`src/design/ddaopr_regs.svh`:
```
`ifndef DDAOPR_REGS_SVH
`define DDAOPR_REGS_SVH

// register addresses on the serial programming interface
`define DDAOPR_ADDR_W          7
`define DDAOPR_ADDR_ALERT      7'h07
`define DDAOPR_ADDR_OFFS_A     7'h08
`define DDAOPR_ADDR_START_B    7'h09
`define DDAOPR_ADDR_SCALE_PWR  7'h0A

// reset values
`define DDAOPR_RST_ALERT       16'hFFFF
`define DDAOPR_RST_OFFS_A      16'h4000
`define DDAOPR_RST_START_B     16'h8000
`define DDAOPR_RST_SCALE_PWR   16'hF080

// writable bits; the rest always show their reset value
`define DDAOPR_WMASK_ALERT     16'hFFFF
`define DDAOPR_WMASK_OFFS_A    16'h1FFF
`define DDAOPR_WMASK_START_B   16'hFFFF
`define DDAOPR_WMASK_SCALE_PWR 16'hF9E0

// field positions
`define DDAOPR_OFFS_MSB        12
`define DDAOPR_START_MSB       15
`define DDAOPR_START_LSB       13
`define DDAOPR_COARSE_MSB      15
`define DDAOPR_COARSE_LSB      12
`define DDAOPR_FUSE_SLEEP_BIT  11
`define DDAOPR_TSENSE_BIT      8
`define DDAOPR_CLKRECV_BIT     7
`define DDAOPR_SLEEP_A_BIT     6
`define DDAOPR_SLEEP_B_BIT     5
`define DDAOPR_MUTE_MASK_BIT   5

// alarm bits that reach the alert pin (bit 5 does not)
`define DDAOPR_PIN_ALARMS      16'hFFDF
`define DDAOPR_MID_CODE        16'h8000

// serial frame: read flag and address, then one data word
`define DDAOPR_INSTR_BITS      8
`define DDAOPR_FRAME_BITS      24
`define DDAOPR_READ_BIT        7

`endif

```
`src/design/ddaopr_pkg.sv`:
```
package ddaopr_pkg;

    typedef enum logic [1:0] {
        DDAOPR_PH_INSTR,
        DDAOPR_PH_DATA,
        DDAOPR_PH_DONE
    } ddaopr_phase_e;

    typedef logic [15:0] ddaopr_word_t;

endpackage

```
`src/design/ddaopr_serial_port.sv`:
```
`timescale 1ns/1ps
`default_nettype none
`include "ddaopr_regs.svh"

module ddaopr_serial_port
    import ddaopr_pkg::*;
(
    input  wire logic                      clk,
    input  wire logic                      srst,
    input  wire logic                      sclk,
    input  wire logic                      sdenb_n,
    input  wire logic                      sdio_in,
    output logic                           sdio_out,
    output logic                           sdio_oe,
    output logic [`DDAOPR_ADDR_W-1:0]      addr,
    output logic                           wr_stb,
    output ddaopr_word_t                   wdata,
    input  wire ddaopr_word_t              rdata
);

    ddaopr_phase_e        phase, next_phase;
    logic [4:0]           cnt, next_cnt;
    logic [7:0]           instr, next_instr;
    ddaopr_word_t         next_wdata, tx, next_tx;
    logic                 sclk_q, rise, fall;
    logic                 load_pend, next_load_pend;
    logic                 next_wr_stb, next_out, next_oe;
    logic [`DDAOPR_ADDR_W-1:0] next_addr;

    // sclk is sampled by clk; each half period must span at least two clk cycles
    assign rise = sclk & ~sclk_q;
    assign fall = ~sclk & sclk_q;

    always_comb begin
        next_phase     = phase;
        next_cnt       = cnt;
        next_instr     = instr;
        next_wdata     = wdata;
        next_tx        = tx;
        next_addr      = addr;
        next_load_pend = 1'b0;
        next_wr_stb    = 1'b0;
        next_out       = sdio_out;
        next_oe        = sdio_oe;
        if (sdenb_n) begin
            // frame aborted or finished: restart and release the pin
            next_phase = DDAOPR_PH_INSTR;
            next_cnt   = 5'h00;
            next_oe    = 1'b0;
        end else begin
            // addr is registered one cycle after the last address bit and rdata decodes it combinationally, so capture it here
            if (load_pend) begin
                next_tx = rdata;
            end
            unique case (phase)
                DDAOPR_PH_INSTR: begin
                    if (rise) begin
                        next_instr = {instr[6:0], sdio_in};
                        next_cnt   = cnt + 5'h01;
                        if (cnt == 5'(`DDAOPR_INSTR_BITS - 1)) begin
                            next_addr      = {instr[5:0], sdio_in};
                            next_load_pend = instr[`DDAOPR_READ_BIT - 1];
                            next_phase     = DDAOPR_PH_DATA;
                        end
                    end
                end
                DDAOPR_PH_DATA: begin
                    if (fall && instr[`DDAOPR_READ_BIT]) begin
                        next_out = tx[15];
                        next_tx  = {tx[14:0], 1'b0};
                        next_oe  = 1'b1;
                    end
                    if (rise) begin
                        next_wdata = {wdata[14:0], sdio_in};
                        next_cnt   = cnt + 5'h01;
                        if (cnt == 5'(`DDAOPR_FRAME_BITS - 1)) begin
                            next_wr_stb = ~instr[`DDAOPR_READ_BIT];
                            next_phase  = DDAOPR_PH_DONE;
                        end
                    end
                end
                DDAOPR_PH_DONE: begin
                    // extra clocks in a frame are ignored
                    next_phase = DDAOPR_PH_DONE;
                end
            endcase
        end
    end

    always_ff @(posedge clk) begin
        if (srst) begin
            phase     <= DDAOPR_PH_INSTR;
            cnt       <= 5'h00;
            instr     <= 8'h00;
            wdata     <= 16'h0000;
            tx        <= 16'h0000;
            addr      <= 7'h00;
            load_pend <= 1'b0;
            wr_stb    <= 1'b0;
            sdio_out  <= 1'b0;
            sdio_oe   <= 1'b0;
            sclk_q    <= 1'b0;
        end else begin
            phase     <= next_phase;
            cnt       <= next_cnt;
            instr     <= next_instr;
            wdata     <= next_wdata;
            tx        <= next_tx;
            addr      <= next_addr;
            load_pend <= next_load_pend;
            wr_stb    <= next_wr_stb;
            sdio_out  <= next_out;
            sdio_oe   <= next_oe;
            sclk_q    <= sclk;
        end
    end

endmodule
`default_nettype wire

```
`src/design/ddaopr_top.sv`:
```
`timescale 1ns/1ps
`default_nettype none
`include "ddaopr_regs.svh"

module ddaopr_top
    import ddaopr_pkg::*;
#(
    parameter int WORD_W = 16
) (
    input  wire logic               clk,
    input  wire logic               srst,
    input  wire logic               sclk,
    input  wire logic               sdenb_n,
    input  wire logic               sdio_in,
    output logic                    sdio_out,
    output logic                    sdio_oe,
    input  wire logic [15:0]        alarm_src,
    input  wire logic               clock_gone,
    input  wire logic               conv_sync,
    input  wire logic [WORD_W-1:0]  word_a_in,
    input  wire logic [WORD_W-1:0]  word_b_in,
    output logic [15:0]             alarm_mask,
    output logic                    alert,
    output logic                    output_mute,
    output logic [12:0]             offset_a,
    output logic [12:0]             offset_b,
    output logic                    offset_sync,
    output logic [2:0]              read_start,
    output logic [2:0]              read_index,
    output logic [3:0]              coarse_current,
    output logic [4:0]              full_scale_steps,
    output logic                    fuse_sleep,
    output logic                    tsense_sleep,
    output logic                    clkrecv_ena,
    output logic                    sleep_a,
    output logic                    sleep_b,
    output logic [WORD_W-1:0]       word_a_out,
    output logic [WORD_W-1:0]       word_b_out
);

    // the mid-code word is sixteen bits wide
    if (WORD_W != 16) begin : g_bad_width
        $error("ddaopr_top: WORD_W must be 16");
    end

    logic [`DDAOPR_ADDR_W-1:0] addr;
    logic                      wr_stb;
    ddaopr_word_t              wdata, rdata;

    ddaopr_word_t reg_alert, reg_offs_a, reg_start_b, reg_scale;
    ddaopr_word_t next_alert, next_offs_a, next_start_b, next_scale;
    logic         next_sync;
    logic [2:0]   next_index;
    logic [15:0]  live_alarm;
    logic         next_alert_pin, next_mute;
    logic [WORD_W-1:0] next_word_a, next_word_b;
    logic [4:0]   next_steps;

    ddaopr_serial_port u_port (
        .clk      (clk),
        .srst     (srst),
        .sclk     (sclk),
        .sdenb_n  (sdenb_n),
        .sdio_in  (sdio_in),
        .sdio_out (sdio_out),
        .sdio_oe  (sdio_oe),
        .addr     (addr),
        .wr_stb   (wr_stb),
        .wdata    (wdata),
        .rdata    (rdata)
    );

    always_comb begin
        unique case (addr)
            `DDAOPR_ADDR_ALERT:     rdata = reg_alert;
            `DDAOPR_ADDR_OFFS_A:    rdata = reg_offs_a;
            `DDAOPR_ADDR_START_B:   rdata = reg_start_b;
            `DDAOPR_ADDR_SCALE_PWR: rdata = reg_scale;
            default:                rdata = 16'h0000;
        endcase
    end

    always_comb begin
        next_alert   = reg_alert;
        next_offs_a  = reg_offs_a;
        next_start_b = reg_start_b;
        next_scale   = reg_scale;
        next_sync    = 1'b0;
        if (wr_stb) begin
            unique case (addr)
                `DDAOPR_ADDR_ALERT: begin
                    next_alert = wdata & `DDAOPR_WMASK_ALERT;
                end
                `DDAOPR_ADDR_OFFS_A: begin
                    next_offs_a = (wdata & `DDAOPR_WMASK_OFFS_A)
                                | (`DDAOPR_RST_OFFS_A & ~`DDAOPR_WMASK_OFFS_A);
                end
                `DDAOPR_ADDR_START_B: begin
                    next_start_b = wdata & `DDAOPR_WMASK_START_B;
                    next_sync    = 1'b1;
                end
                `DDAOPR_ADDR_SCALE_PWR: begin
                    next_scale = (wdata & `DDAOPR_WMASK_SCALE_PWR)
                               | (`DDAOPR_RST_SCALE_PWR & ~`DDAOPR_WMASK_SCALE_PWR);
                end
                default: begin
                    next_sync = 1'b0;
                end
            endcase
        end
    end

    for (genvar i = 0; i < 16; i++) begin : g_alarm
        assign live_alarm[i] = alarm_src[i] & ~reg_alert[i];
    end

    always_comb begin
        // bit 5 kept off the pin
        next_alert_pin = |(live_alarm & `DDAOPR_PIN_ALARMS);
        next_mute = clock_gone & ~reg_alert[`DDAOPR_MUTE_MASK_BIT];
        next_word_a = next_mute ? `DDAOPR_MID_CODE : word_a_in;
        next_word_b = next_mute ? `DDAOPR_MID_CODE : word_b_in;
        next_index = conv_sync ? reg_start_b[`DDAOPR_START_MSB:`DDAOPR_START_LSB]
                               : read_index;
        next_steps = {1'b0, reg_scale[`DDAOPR_COARSE_MSB:`DDAOPR_COARSE_LSB]} + 5'h01;
    end

    always_ff @(posedge clk) begin
        if (srst) begin
            reg_alert   <= `DDAOPR_RST_ALERT;
            reg_offs_a  <= `DDAOPR_RST_OFFS_A;
            reg_start_b <= `DDAOPR_RST_START_B;
            reg_scale   <= `DDAOPR_RST_SCALE_PWR;
            offset_sync <= 1'b0;
            read_index  <= 3'h4;
            alert       <= 1'b0;
            output_mute <= 1'b0;
            word_a_out  <= `DDAOPR_MID_CODE;
            word_b_out  <= `DDAOPR_MID_CODE;
            full_scale_steps <= 5'h10;
        end else begin
            reg_alert   <= next_alert;
            reg_offs_a  <= next_offs_a;
            reg_start_b <= next_start_b;
            reg_scale   <= next_scale;
            offset_sync <= next_sync;
            read_index  <= next_index;
            alert       <= next_alert_pin;
            output_mute <= next_mute;
            word_a_out  <= next_word_a;
            word_b_out  <= next_word_b;
            full_scale_steps <= next_steps;
        end
    end

    // field views of the register flops
    assign alarm_mask     = reg_alert;
    assign offset_a       = reg_offs_a[`DDAOPR_OFFS_MSB:0];
    assign offset_b       = reg_start_b[`DDAOPR_OFFS_MSB:0];
    assign read_start     = reg_start_b[`DDAOPR_START_MSB:`DDAOPR_START_LSB];
    assign coarse_current = reg_scale[`DDAOPR_COARSE_MSB:`DDAOPR_COARSE_LSB];
    assign fuse_sleep     = reg_scale[`DDAOPR_FUSE_SLEEP_BIT];
    assign tsense_sleep   = reg_scale[`DDAOPR_TSENSE_BIT];
    assign clkrecv_ena    = reg_scale[`DDAOPR_CLKRECV_BIT];
    assign sleep_a        = reg_scale[`DDAOPR_SLEEP_A_BIT];
    assign sleep_b        = reg_scale[`DDAOPR_SLEEP_B_BIT];

endmodule
`default_nettype wire

```
`config.mk`:
```
export PLATFORM = sky130hd
export DESIGN_NAME = ddaopr_top
export DESIGN_NICKNAME = d
export VERILOG_FILES = /design/src/design/ddaopr_pkg.sv /design/src/design/ddaopr_serial_port.sv /design/src/design/ddaopr_top.sv
export VERILOG_INCLUDE_DIRS = /design/src /design/src/design
export SDC_FILE = /design/constraint.sdc
export NUM_CORES = 1
export LEC_CHECK = 0
export BUFFER_PORTS_ARGS = -buffer_cell sky130_fd_sc_hd__clkbuf_2
export CAP_MARGIN = 20
export CORE_ASPECT_RATIO = 0.75
export CORE_MARGIN = 2
export CORE_UTILIZATION = 47
export DETAILED_ROUTE_END_ITERATION = 8
export HOLD_SLACK_MARGIN = 0.05
export PLACE_DENSITY = 0.75
export SLEW_MARGIN = 30
export SYNTH_ARGS = -nofsm -noshare
export SYNTH_HDL_FRONTEND = slang
export SYNTH_SLANG_ARGS = --single-unit
```
`constraint.sdc`:
```
create_clock -name clk -period 1.9 [get_ports clk]
set_input_delay 0.475 -clock clk [delete_from_list [all_inputs] [get_ports clk]]
set_output_delay 0.475 -clock clk [all_outputs]
set_load 0.01 [all_outputs]
```
==> metrics, run 1 <==
Slew Limit Fails=0; Crit. End Element=flop; die height=between 100 and 150 µm; post-synthesis simple-gate area fraction=roughly 23%; Synth Flop Type=dfxtp_1; Syn. warnings=0; slowest cell delay on critical path=~0.52 ns; syn_area_per_cell=8.89 µm²; clock sink count=between 150 and 200; worst vdd ir=between 600 and 700 µV; DRC errors left=0; Leak=between 3 and 4 nW; antenna cells=0; Nets=slightly below 900; CTS Buf Count=17; commonest non-fill, non-tap cell in the layout=dfxtp_1; clk slew on worst S/H paths=approximately 0.060 ns; Critical Path AT=about 2.1 ns; Post-Synth XOR/XNOR Area=less than 1%; via/cell ratio=5.49; CTS Root Cell=clkbuf_16; Synth Area in Compound Gates=between 10% and 20%; CP Cell Sequence=inv_2 > ha_4 > or3b_1 > or4_4 > mux2i_1 > nor2_1; CP required=approximately 2.2 ns; CP max FO=8; largest family of logic cells by synthesized area=simple AND/OR/NAND/NOR gates; final-report hold violation count=0; Setup Skew=around 0.006 ns; FFs w/ async S/R, synth=0%; placed instance area=6990 µm²; Slew HR=between 60% and 70%; FF+latch count, synth=about 160; antenna-violating nets left=0; Worst Hold Class=in2reg; port bufs=~150; fmax=roughly 550 MHz; full die area=13600 µm²; H-tree levels=4; Vias=roughly 5500; slowest stage cell, crit path=or4_4; dpl hpwl=12000 µm; largest net degree at the start of global routing=55; max-cap viol count=0; cts hold-fix bufs=0; RSZ-0062 raised after global routing=no; Synth Area in Adders=less than 1%; Util after Layout=between 60% and 70%; worst hold slack=around 0.24 ns; design area=7640 µm²; share of cells above drive strength 1=a little over a quarter; Cell Rows=35; synthesized area=~5900 µm²; status=finished, final reports clean; Seq/Total Area, Yosys=a little over half; DRT Pass-1 Iters=6; gr usage total=25.0%; Syn Nets=roughly 730; Syn-to-layout area delta=28.7%; Multi-input gate area=about 2600 µm²; placer congestion estimate=0.891; Cell Pwr Density=932 nW/µm²; Setup Crit Path Kind=reg2reg; vias in the first global route=a little over 5000; Synth Instances=around 670; number of synthesized flops with an enable pin=0; Routed WL per cell=between 15 and 20 µm; I/O pin count=154; total wire length=between 15000 and 20000 µm; Initial Util=around half; Worst-Margin Slew=a little under 0.5 ns; post-synthesis mux area share=under 10%; Tot Pwr=~7.1 mW; first-pass GRT wire length=~26000 µm; Skew-Pair Late Insertion Delay=approximately 0.42 ns; Filler cells=~1000; Reg area=~3100 µm²; core area=between 10000 and 15000 µm²; global route overflow=0; startpoint types=flop; CTS tree=done; Initial DRC Count=approximately 530; Die X=about 130 µm; minimum clock period=between 1.5 and 2 ns; synth unique cells=52; antenna violations before repair=0; period utilization=96.1%; final setup violation count=0; Clock Path Buffers=2; highest-count cells in the layout ignoring fill and taps=153 x dfxtp_1, 152 x clkbuf_2, 148 x nand2_1
## through the flow
| stage | setup WS [ns] | setup TNS, ns | std cells |
|---|---|---|---|
| floorplan | 0.0834 | 0 | 668 |
| global placement | 0.0231 | 0 | 975 |
| detailed placement | -0.00978 | -0.0294 | 975 |
| CTS | 0.00152 | 0 | 1007 |
| global route | 0.0159 | 0 | 1007 |
| finish | 0.0744 | 0 | 1007 |
## layout make-up
type | count | area share, %
Sequential cell | 156 | 40.9
Multi-Input combinational cell | 446 | 33.5
Timing Repair Buffer | 183 | 13.5
Clock buffer | 17 | 5.57
Tap cell | 166 | 2.72
Clock inverter | 15 | 2.59
Inverter | 24 | 1.18
## routing by layer
layer	track usage, %	wire length, µm	up-vias
met3	6.66	1480	27
li1	-	-	2623
met4	8.51	238	0
met2	40.3	7910	255
met5	0	0	-
met1	32.8	7180	2619
## report_power, final
group          internal [mW]  switching [mW]
clock                   2.12            1.45
sequential              3.31          0.0118
combinational          0.108           0.130
total                   5.53            1.59
## flip-flops by register name (all words and copies together), names as in the netlist, 9 cells and up
name and count:
reg_offs_a 13, alarm_mask 16, reg_start_b 16, word_a_out 16, u_port.wdata 16, word_b_out 16
reg_scale 9, u_port.tx 16
## logic make-up (layout without fill, tap and decap cells)
group | after synthesis | count (layout)
buffers and inverters | 66 | 239
AO/OA/AOI/OAI | 135 | 135
flip-flops | 156 | 156
multiplexers | 19 | 19
XOR/XNOR | 6 | 6
AND/OR/NAND/NOR | 282 | 282
adder cells (fa/ha/maj) | 4 | 4
## critical path: cells and delay by family, from the launching register on
kind,cells,cell delay [ns]
simple gates,3,0.92
buf+inv,1,0.09
fa+ha+maj,1,0.14
flops,1,0.34
mux,1,0.21
## Yosys cell counts, types with 2 or more instances
cell type,n,area [µm²]
a221oi_1,9,78.8
nand3_1,19,95.1
a211oi_1,2,15.0
and4_1,2,17.5
and2_1,32,200
buf_4,2,15.0
nor4_1,3,18.8
a21oi_1,60,300
a22oi_1,8,60.1
nand3b_1,5,37.5
nor3b_2,2,25.0
ha_1,4,50.1
nor3_1,4,20.0
nand4b_1,2,17.5
nor2b_1,7,43.8
dfxtp_1,156,3120
nor2_1,34,128
a311oi_1,2,17.5
o211ai_1,7,52.6
inv_1,23,86.3
nand2_1,148,556
o221ai_1,8,70.1
nand2b_1,7,43.8
mux2i_1,18,180
a222oi_1,5,50.1
o21ai_0,3,15.0
and4b_1,2,20.0
buf_2,10,50.1
clkbuf_1,28,105
or3_1,2,12.5
and3_1,5,31.3
a22o_1,10,87.6
a31oi_1,3,18.8
or3b_1,2,17.5
o22ai_1,12,75.1
xnor2_1,6,52.6
## repair_timing
item                                    in CTS  in global routing
endpoints found under the setup margin       3                 21
hold endpoints to repair                     0                  0
resized for setup                            2                  8
pin swaps                                    0                  0
setup buffers                                0                  1
## path summary, 6_finish.rpt
kind / cells past startpoint / slack [ns] / start / endpoint
worst max-delay path: 6 / 0.07 / u_port.phase[0] / u_port.addr[0]
worst min-delay path: 2 / 0.24 / word_b_in[15] / word_b_out[15]
worst max register to register: 6 / 0.07 / u_port.phase[0] / u_port.addr[0]
worst min register to register: 2 / 0.47 / u_port.instr[0] / u_port.instr[1]
Note: power is estimated with default switching activity, not from simulation.
==> inputs of run 2 (changes only) <==
--- a/config.mk
+++ b/config.mk
@@ -10,11 +10,10 @@
 export CAP_MARGIN = 20
 export CORE_ASPECT_RATIO = 0.75
 export CORE_MARGIN = 2
-export CORE_UTILIZATION = 47
+export CORE_UTILIZATION = 52
 export DETAILED_ROUTE_END_ITERATION = 8
 export HOLD_SLACK_MARGIN = 0.05
-export PLACE_DENSITY = 0.75
-export SLEW_MARGIN = 30
+export PLACE_DENSITY = 0.79
 export SYNTH_ARGS = -nofsm -noshare
 export SYNTH_HDL_FRONTEND = slang
 export SYNTH_SLANG_ARGS = --single-unit
==> constraint.sdc (replaced) <==
create_clock -name clk -period 2 [get_ports clk]
set_input_delay 0.5 -clock clk [delete_from_list [all_inputs] [get_ports clk]]
set_output_delay 0.5 -clock clk [all_outputs]
set_load 0.01 [all_outputs]
==> metrics, run 2 (synthesis gave the netlist of run 1 again) <==
status=finished, final reports clean (unchanged); antenna violations before repair=0 (unchanged); setup TNS=0 ns (unchanged); Critical Path AT=2.22 ns (was 2.11 ns); Slew Limit Fails=0 (unchanged); Leak=3.24 nW (was 3.26 nW); share of cells above drive strength 1=26.0% (was 27.3%); max-cap viol count=0 (unchanged); fin cells=981 (was 1007); M1 WL=7120 µm (was 7180 µm); DR top layer=met4 (unchanged); dpl hpwl=12400 µm (was 12000 µm); fmax=519 MHz (was 548 MHz); DRT Pass-1 Iters=5 (was 6); Util after Layout=68.8% (was 62.1%); antenna-violating nets left=0 (unchanged); worst reg2reg startpoint=u_port.phase[0] (unchanged); Worst-Margin Slew=0.693 ns (was 0.484 ns); placer congestion estimate=0.879 (was 0.891); Filler cells=824 (was 1015); gr usage total=27.7% (was 25.0%); clock sink count=156 (unchanged); Crit. End Element=flop (unchanged); RSZ-0062 raised after global routing=no (unchanged); Clock Path Buffers=2 (unchanged); register-to-register setup slack=0.07 ns (about the same); R2R depth=7 (was 6); Tot Pwr=6.81 mW (was 7.12 mW); Initial DRC Count=541 (was 526); routed wl met3=1490 µm (was 1480 µm); Initial Util=53.9% (was 48.3%); worst vdd ir=550 µV (was 600 µV); core area=11000 µm² (was 12300 µm²); Cell Rows=33 (was 35); die height=96.5 µm (was 101 µm); H-tree levels=4 (unchanged); via/cell ratio=5.73 (was 5.49); highest-count cells in the layout ignoring fill and taps=156 x dfxtp_1, 152 x clkbuf_2, 148 x nand2_1 (was 153 x dfxtp_1, 152 x clkbuf_2, 148 x nand2_1); antenna cells=0 (unchanged); Setup Crit Path Kind=reg2reg (unchanged); CP required=2.30 ns (was 2.19 ns); CP max FO=8 (unchanged); CTS Root Cell=clkbuf_16 (unchanged); Cell Pwr Density=899 nW/µm² (was 932 nW/µm²); full die area=12300 µm² (was 13600 µm²); port bufs=152 (unchanged); first-pass GRT wire length=26400 µm (was 26500 µm); Die X=127 µm (was 134 µm); total wire length=17400 µm (was 16800 µm); commonest non-fill, non-tap cell in the layout=dfxtp_1 (unchanged); cts hold-fix bufs=0 (unchanged); Worst R2R End=u_port.addr[1] (was u_port.addr[0]); final-report hold violation count=0 (unchanged); clk slew on worst S/H paths=0.06 ns (about the same); Critical Path End=u_port.addr[1] (was u_port.addr[0]); Routed WL per cell=17.8 µm (was 16.7 µm); final setup violation count=0 (unchanged); CTS tree=done (unchanged); largest net degree at the start of global routing=85 (was 55); global route overflow=0 (unchanged); crit path from=u_port.phase[0] (unchanged); Slew HR=53.7% (was 67.6%); vias in the first global route=5290 (was 5163); Skew-Pair Late Insertion Delay=0.42 ns (about the same); Vias=5618 (was 5524); DRC errors left=0 (unchanged); Setup Skew=0.00882 ns (was 0.00594 ns); CTS Buf Count=17 (unchanged); Nets=887 (unchanged); startpoint types=flop (unchanged); cts repair resizes=0 (was 2); number of cells after detailed placement=949 (was 975); Syn-to-layout area delta=27.7% (was 28.7%); minimum clock period=1.93 ns (was 1.83 ns); Post-CTS Setup Inserts=0 (unchanged); period utilization=96.4% (was 96.1%); I/O pin count=154 (unchanged); WL met2=8400 µm (was 7910 µm); Worst Hold Class=in2reg (unchanged)
==> run 2: worst min-delay path by stage <==
stage                               start               to  slack (ns)  depth (start not counted)
after global placement    u_port.sdio_out  u_port.sdio_out        0.45                          2
after CTS                   word_a_in[11]   word_a_out[11]        0.27                          2
after detailed placement  u_port.sdio_out  u_port.sdio_out        0.46                          2
final                       word_a_in[11]   word_a_out[11]        0.28                          2
after global routing        word_a_in[12]   word_a_out[12]        0.27                          2
after floorplan             u_port.tx[15]  u_port.sdio_out        0.43                          2
==> run 2: area by class of cell <==
class | count | area (µm²) | area share [%]
Multi-Input combinational cell | 446 | 2540 | 33.6
Clock inverter | 9 | 159 | 2.10
Clock buffer | 23 | 468 | 6.17
Timing Repair Buffer | 183 | 1020 | 13.5
Sequential cell | 156 | 3120 | 41.2
Inverter | 24 | 90.1 | 1.19
Tap cell | 140 | 175 | 2.31
==> run 2: worst max-delay path: stages, from the launching register on <==
cell	delay, ns
dfxtp_1	0.33
inv_1	0.09
ha_1	0.17
or3b_1	0.35
or4_1	0.44
buf_6	0.18
mux2i_2	0.19
nor2_1	0.06
==> run 2: stage by stage <==
step | worst slack [ns] | hold slack [ns] | area, µm²
2_1_floorplan | 0.183 | 0.432 | 5940
3_3_place_gp | 0.109 | 0.446 | 6950
3_5_place_dp | 0.0561 | 0.455 | 6950
4_1_cts | 0.0760 | 0.270 | 7570
5_1_grt | 0.00241 | 0.269 | 7580
6_report | 0.0720 | 0.278 | 7580
==> run 2: report_power, final <==
group          switching (mW)  total, mW  internal [mW]
Combinational           0.124      0.224          0.101
Clock                    1.27       3.43           2.16
Sequential             0.0123       3.16           3.15
Total                    1.40       6.81           5.41
==> run 2: per-layer routing <==
layer | vias to the layer above | global-route usage (%)
li1 | 2619 | -
met1 | 2659 | 35.6
met2 | 297 | 45.0
met3 | 43 | 7.21
met4 | 0 | 11.5
met5 | - | 0
==> inputs of run 3 (changes only) <==
--- a/config.mk
+++ b/config.mk
@@ -6,14 +6,15 @@
 export SDC_FILE = /design/constraint.sdc
 export NUM_CORES = 1
 export LEC_CHECK = 0
+export ABC_AREA = 1
 export BUFFER_PORTS_ARGS = -buffer_cell sky130_fd_sc_hd__clkbuf_2
 export CAP_MARGIN = 20
 export CORE_ASPECT_RATIO = 0.75
 export CORE_MARGIN = 2
-export CORE_UTILIZATION = 52
+export CORE_UTILIZATION = 53
 export DETAILED_ROUTE_END_ITERATION = 8
 export HOLD_SLACK_MARGIN = 0.05
-export PLACE_DENSITY = 0.79
+export PLACE_DENSITY = 0.8
 export SYNTH_ARGS = -nofsm -noshare
 export SYNTH_HDL_FRONTEND = slang
 export SYNTH_SLANG_ARGS = --single-unit
==> constraint.sdc (replaced) <==
create_clock -name clk -period 2 [get_ports clk]
set_input_delay 0.4 -clock clk [delete_from_list [all_inputs] [get_ports clk]]
set_output_delay 0.4 -clock clk [all_outputs]
set_load 0.01 [all_outputs]
==> metrics, run 3 <==
CP max FO=17 (was 8); DRT Pass-1 Iters=5 (unchanged); Clock Path Buffers=2 (unchanged); clock group share of total power=50.4% (about the same); number of synthesized flops with an enable pin=0 (unchanged); first-pass GRT wire length=24800 µm (was 26400 µm); dpl ws=0.250 ns (was 0.0561 ns); PnR worst setup slack=0.179 ns (was 0.0720 ns); Cell Pwr Density=917 nW/µm² (was 899 nW/µm²); Worst Hold Class=in2reg (unchanged); commonest non-fill, non-tap cell in the layout=dfxtp_1 (unchanged); RSZ-0062 raised after global routing=no (unchanged); fmax=549 MHz (was 519 MHz); Gate power share=4.0% (was 3.3%); H-tree levels=4 (unchanged); Filler cells=883 (was 824); Vias=5692 (was 5618); Critical Path AT=2.12 ns (was 2.22 ns); DRC errors left=0 (unchanged); Syn-to-layout area delta=26.0% (was 27.7%); minimum clock period=1.82 ns (was 1.93 ns); Worst-Margin Slew=0.495 ns (was 0.693 ns); Post-CTS Setup Inserts=0 (unchanged); I/O pin count=154 (unchanged); clk slew on worst S/H paths=0.06 ns (about the same); placer congestion estimate=0.890 (was 0.879); Crit. End Element=flop (unchanged); Syn Nets=841 (was 727); highest-count cells in the layout ignoring fill and taps=156 x dfxtp_1, 152 x clkbuf_2, 127 x nor2_1 (was 156 x dfxtp_1, 152 x clkbuf_2, 148 x nand2_1); port bufs=152 (unchanged); share of cells above drive strength 1=24.1% (was 26.0%); number of cells after detailed placement=1061 (was 949); antenna-violating nets left=0 (unchanged); Leak=3.60 nW (was 3.24 nW); Nets=999 (was 887); dpl hpwl=11200 µm (was 12400 µm); Switch Pwr=1.44 mW (was 1.40 mW); Slew HR=67.0% (was 53.7%); switching fraction of total power=20.7% (was 20.6%); Tot Pwr=6.96 mW (was 6.81 mW); commonest cells in the netlist=156 x dfxtp_1, 127 x nor2_1, 105 x nand2_1 (was 156 x dfxtp_1, 148 x nand2_1, 60 x a21oi_1); antenna violations before repair=0 (unchanged); max-cap viol count=0 (unchanged); worst hold slack=0.167 ns (was 0.278 ns); Cell Rows=33 (unchanged); startpoint types=flop (unchanged); FF+latch count, synth=156 (unchanged); clock sink count=156 (unchanged); cts hold-fix bufs=0 (unchanged); synth unique cells=38 (was 52); Die X=127 µm (about the same); synthesized area=6030 µm² (was 5940 µm²); Skew-Pair Late Insertion Delay=0.42 ns (about the same); Routed WL per cell=14.7 µm (was 17.8 µm); status=finished, final reports clean (unchanged); Synth Instances=782 (was 668); Slew Limit Fails=0 (unchanged); via/cell ratio=5.21 (was 5.73); cts repair resizes=0 (unchanged); vias in the first global route=4962 (was 5290); global route overflow=0 (unchanged); setup TNS=0 ns (unchanged); CTS tree=done (unchanged); antenna cells=0 (unchanged); worst vdd ir=774 µV (was 550 µV); Seq/Total Area, Yosys=51.8% (was 52.6%); CTS Root Cell=clkbuf_16 (unchanged); CTS Buf Count=17 (unchanged); syn_area_per_cell=7.71 µm² (was 8.89 µm²); die height=96.4 µm (was 96.5 µm); Flop pwr share=45.6% (was 46.4%); FFs w/ async S/R, synth=0% (unchanged); final setup violation count=0 (unchanged); Synth Flop Type=dfxtp_1 (unchanged); Initial DRC Count=579 (was 541); top post-synthesis cells by area=dfxtp_1 52%, nor2_1 7.9%, o21ai_0 6.6% (was dfxtp_1 53%, nand2_1 9.4%, a21oi_1 5.1%); area share of the largest cell type after synthesis=51.8% (was 52.6%); total wire length=16000 µm (was 17400 µm); Setup Crit Path Kind=reg2reg (unchanged); most frequent cell after synthesis=dfxtp_1 (unchanged); Setup Skew=0.00845 ns (was 0.00882 ns); full die area=12200 µm² (was 12300 µm²); Int Power=5.52 mW (was 5.41 mW); Initial Util=54.7% (was 53.9%); fin cells=1092 (was 981); cell taking the most area after synthesis=dfxtp_1 (unchanged); period utilization=91.1% (was 96.4%); CP required=2.30 ns (about the same); Syn. warnings=0 (unchanged); largest net degree at the start of global routing=57 (was 85); gr usage total=26.0% (was 27.7%); final-report hold violation count=0 (unchanged); core area=11000 µm² (unchanged)
==> run 3: changes by cell type after synthesis, moves of 9 or more <==
cell and change:
clkbuf_1 -11, mux2i_1 -18, inv_1 +75, o21ai_0 +77, o21ai_1 +14, a22o_1 -9, nor2_1 +93, nand3_1 +20
and2_1 -32, nand2_1 -43
==> run 3: area by class of cell <==
class / count / area, µm² / area share [%]
Timing Repair Buffer: 169 / 901 / 11.9
Sequential cell: 156 / 3120 / 41.1
Multi-Input combinational cell: 490 / 2350 / 31.0
Tap cell: 140 / 175 / 2.31
Clock buffer: 21 / 450 / 5.93
Clock inverter: 10 / 189 / 2.49
Inverter: 106 / 402 / 5.29
==> run 3: cells by family after synthesis <==
kind of cell	synth area share (%)
AOI/OAI and AO/OA	15.3
and+or+nand+nor	22.8
DFF	51.8
buffers and inverters	9.22
adders and majority gates	0.830
==> run 3: layer usage <==
metal	vias up	track usage (%)	share of wire, %
met3	27	6.78	7.9
li1	2823	-	-
met1	2621	35.6	45
met2	221	40.3	45
met4	0	8.70	1.8
met5	-	0	0
==> run 3: worst max-delay path, stage by stage (launching register included) <==
cell	delay (ns)
dfxtp_1	0.31
inv_2	0.05
nand2_1	0.11
nor2_8	0.26
buf_4	0.25
nand2_2	0.09
nor2_2	0.20
inv_1	0.20
nor2_1	0.16
nor2_1	0.07
==> run 3: through the flow <==
step / area [µm²] / util [%]
floorplan: 6030 / -
global placement: 6950 / 63.1
detailed placement: 6950 / 63.1
CTS: 7590 / 68.9
global route: 7590 / 68.9
finish: 7590 / 68.9
==> run 3: path summary, 6_finish.rpt <==
kind / from / endpoint / slack, ns / cells after the start
max: u_port.addr[5] / reg_scale[6] / 0.18 / 9
min: word_a_in[15] / word_a_out[15] / 0.17 / 2
max reg2reg: u_port.addr[5] / reg_scale[6] / 0.18 / 9
min reg2reg: u_port.addr[4] / u_port.addr[4] / 0.44 / 2
==> run 3: power by group through the flow <==
stage               clock (mW)  sequential (mW)  combinational (mW)
floorplan                    0             3.26               0.126
global placement             0             3.24               0.270
global route              3.67             3.18               0.313
detailed placement           0             3.25               0.275
CTS                       3.53             3.18               0.279
finish                    3.51             3.18               0.278
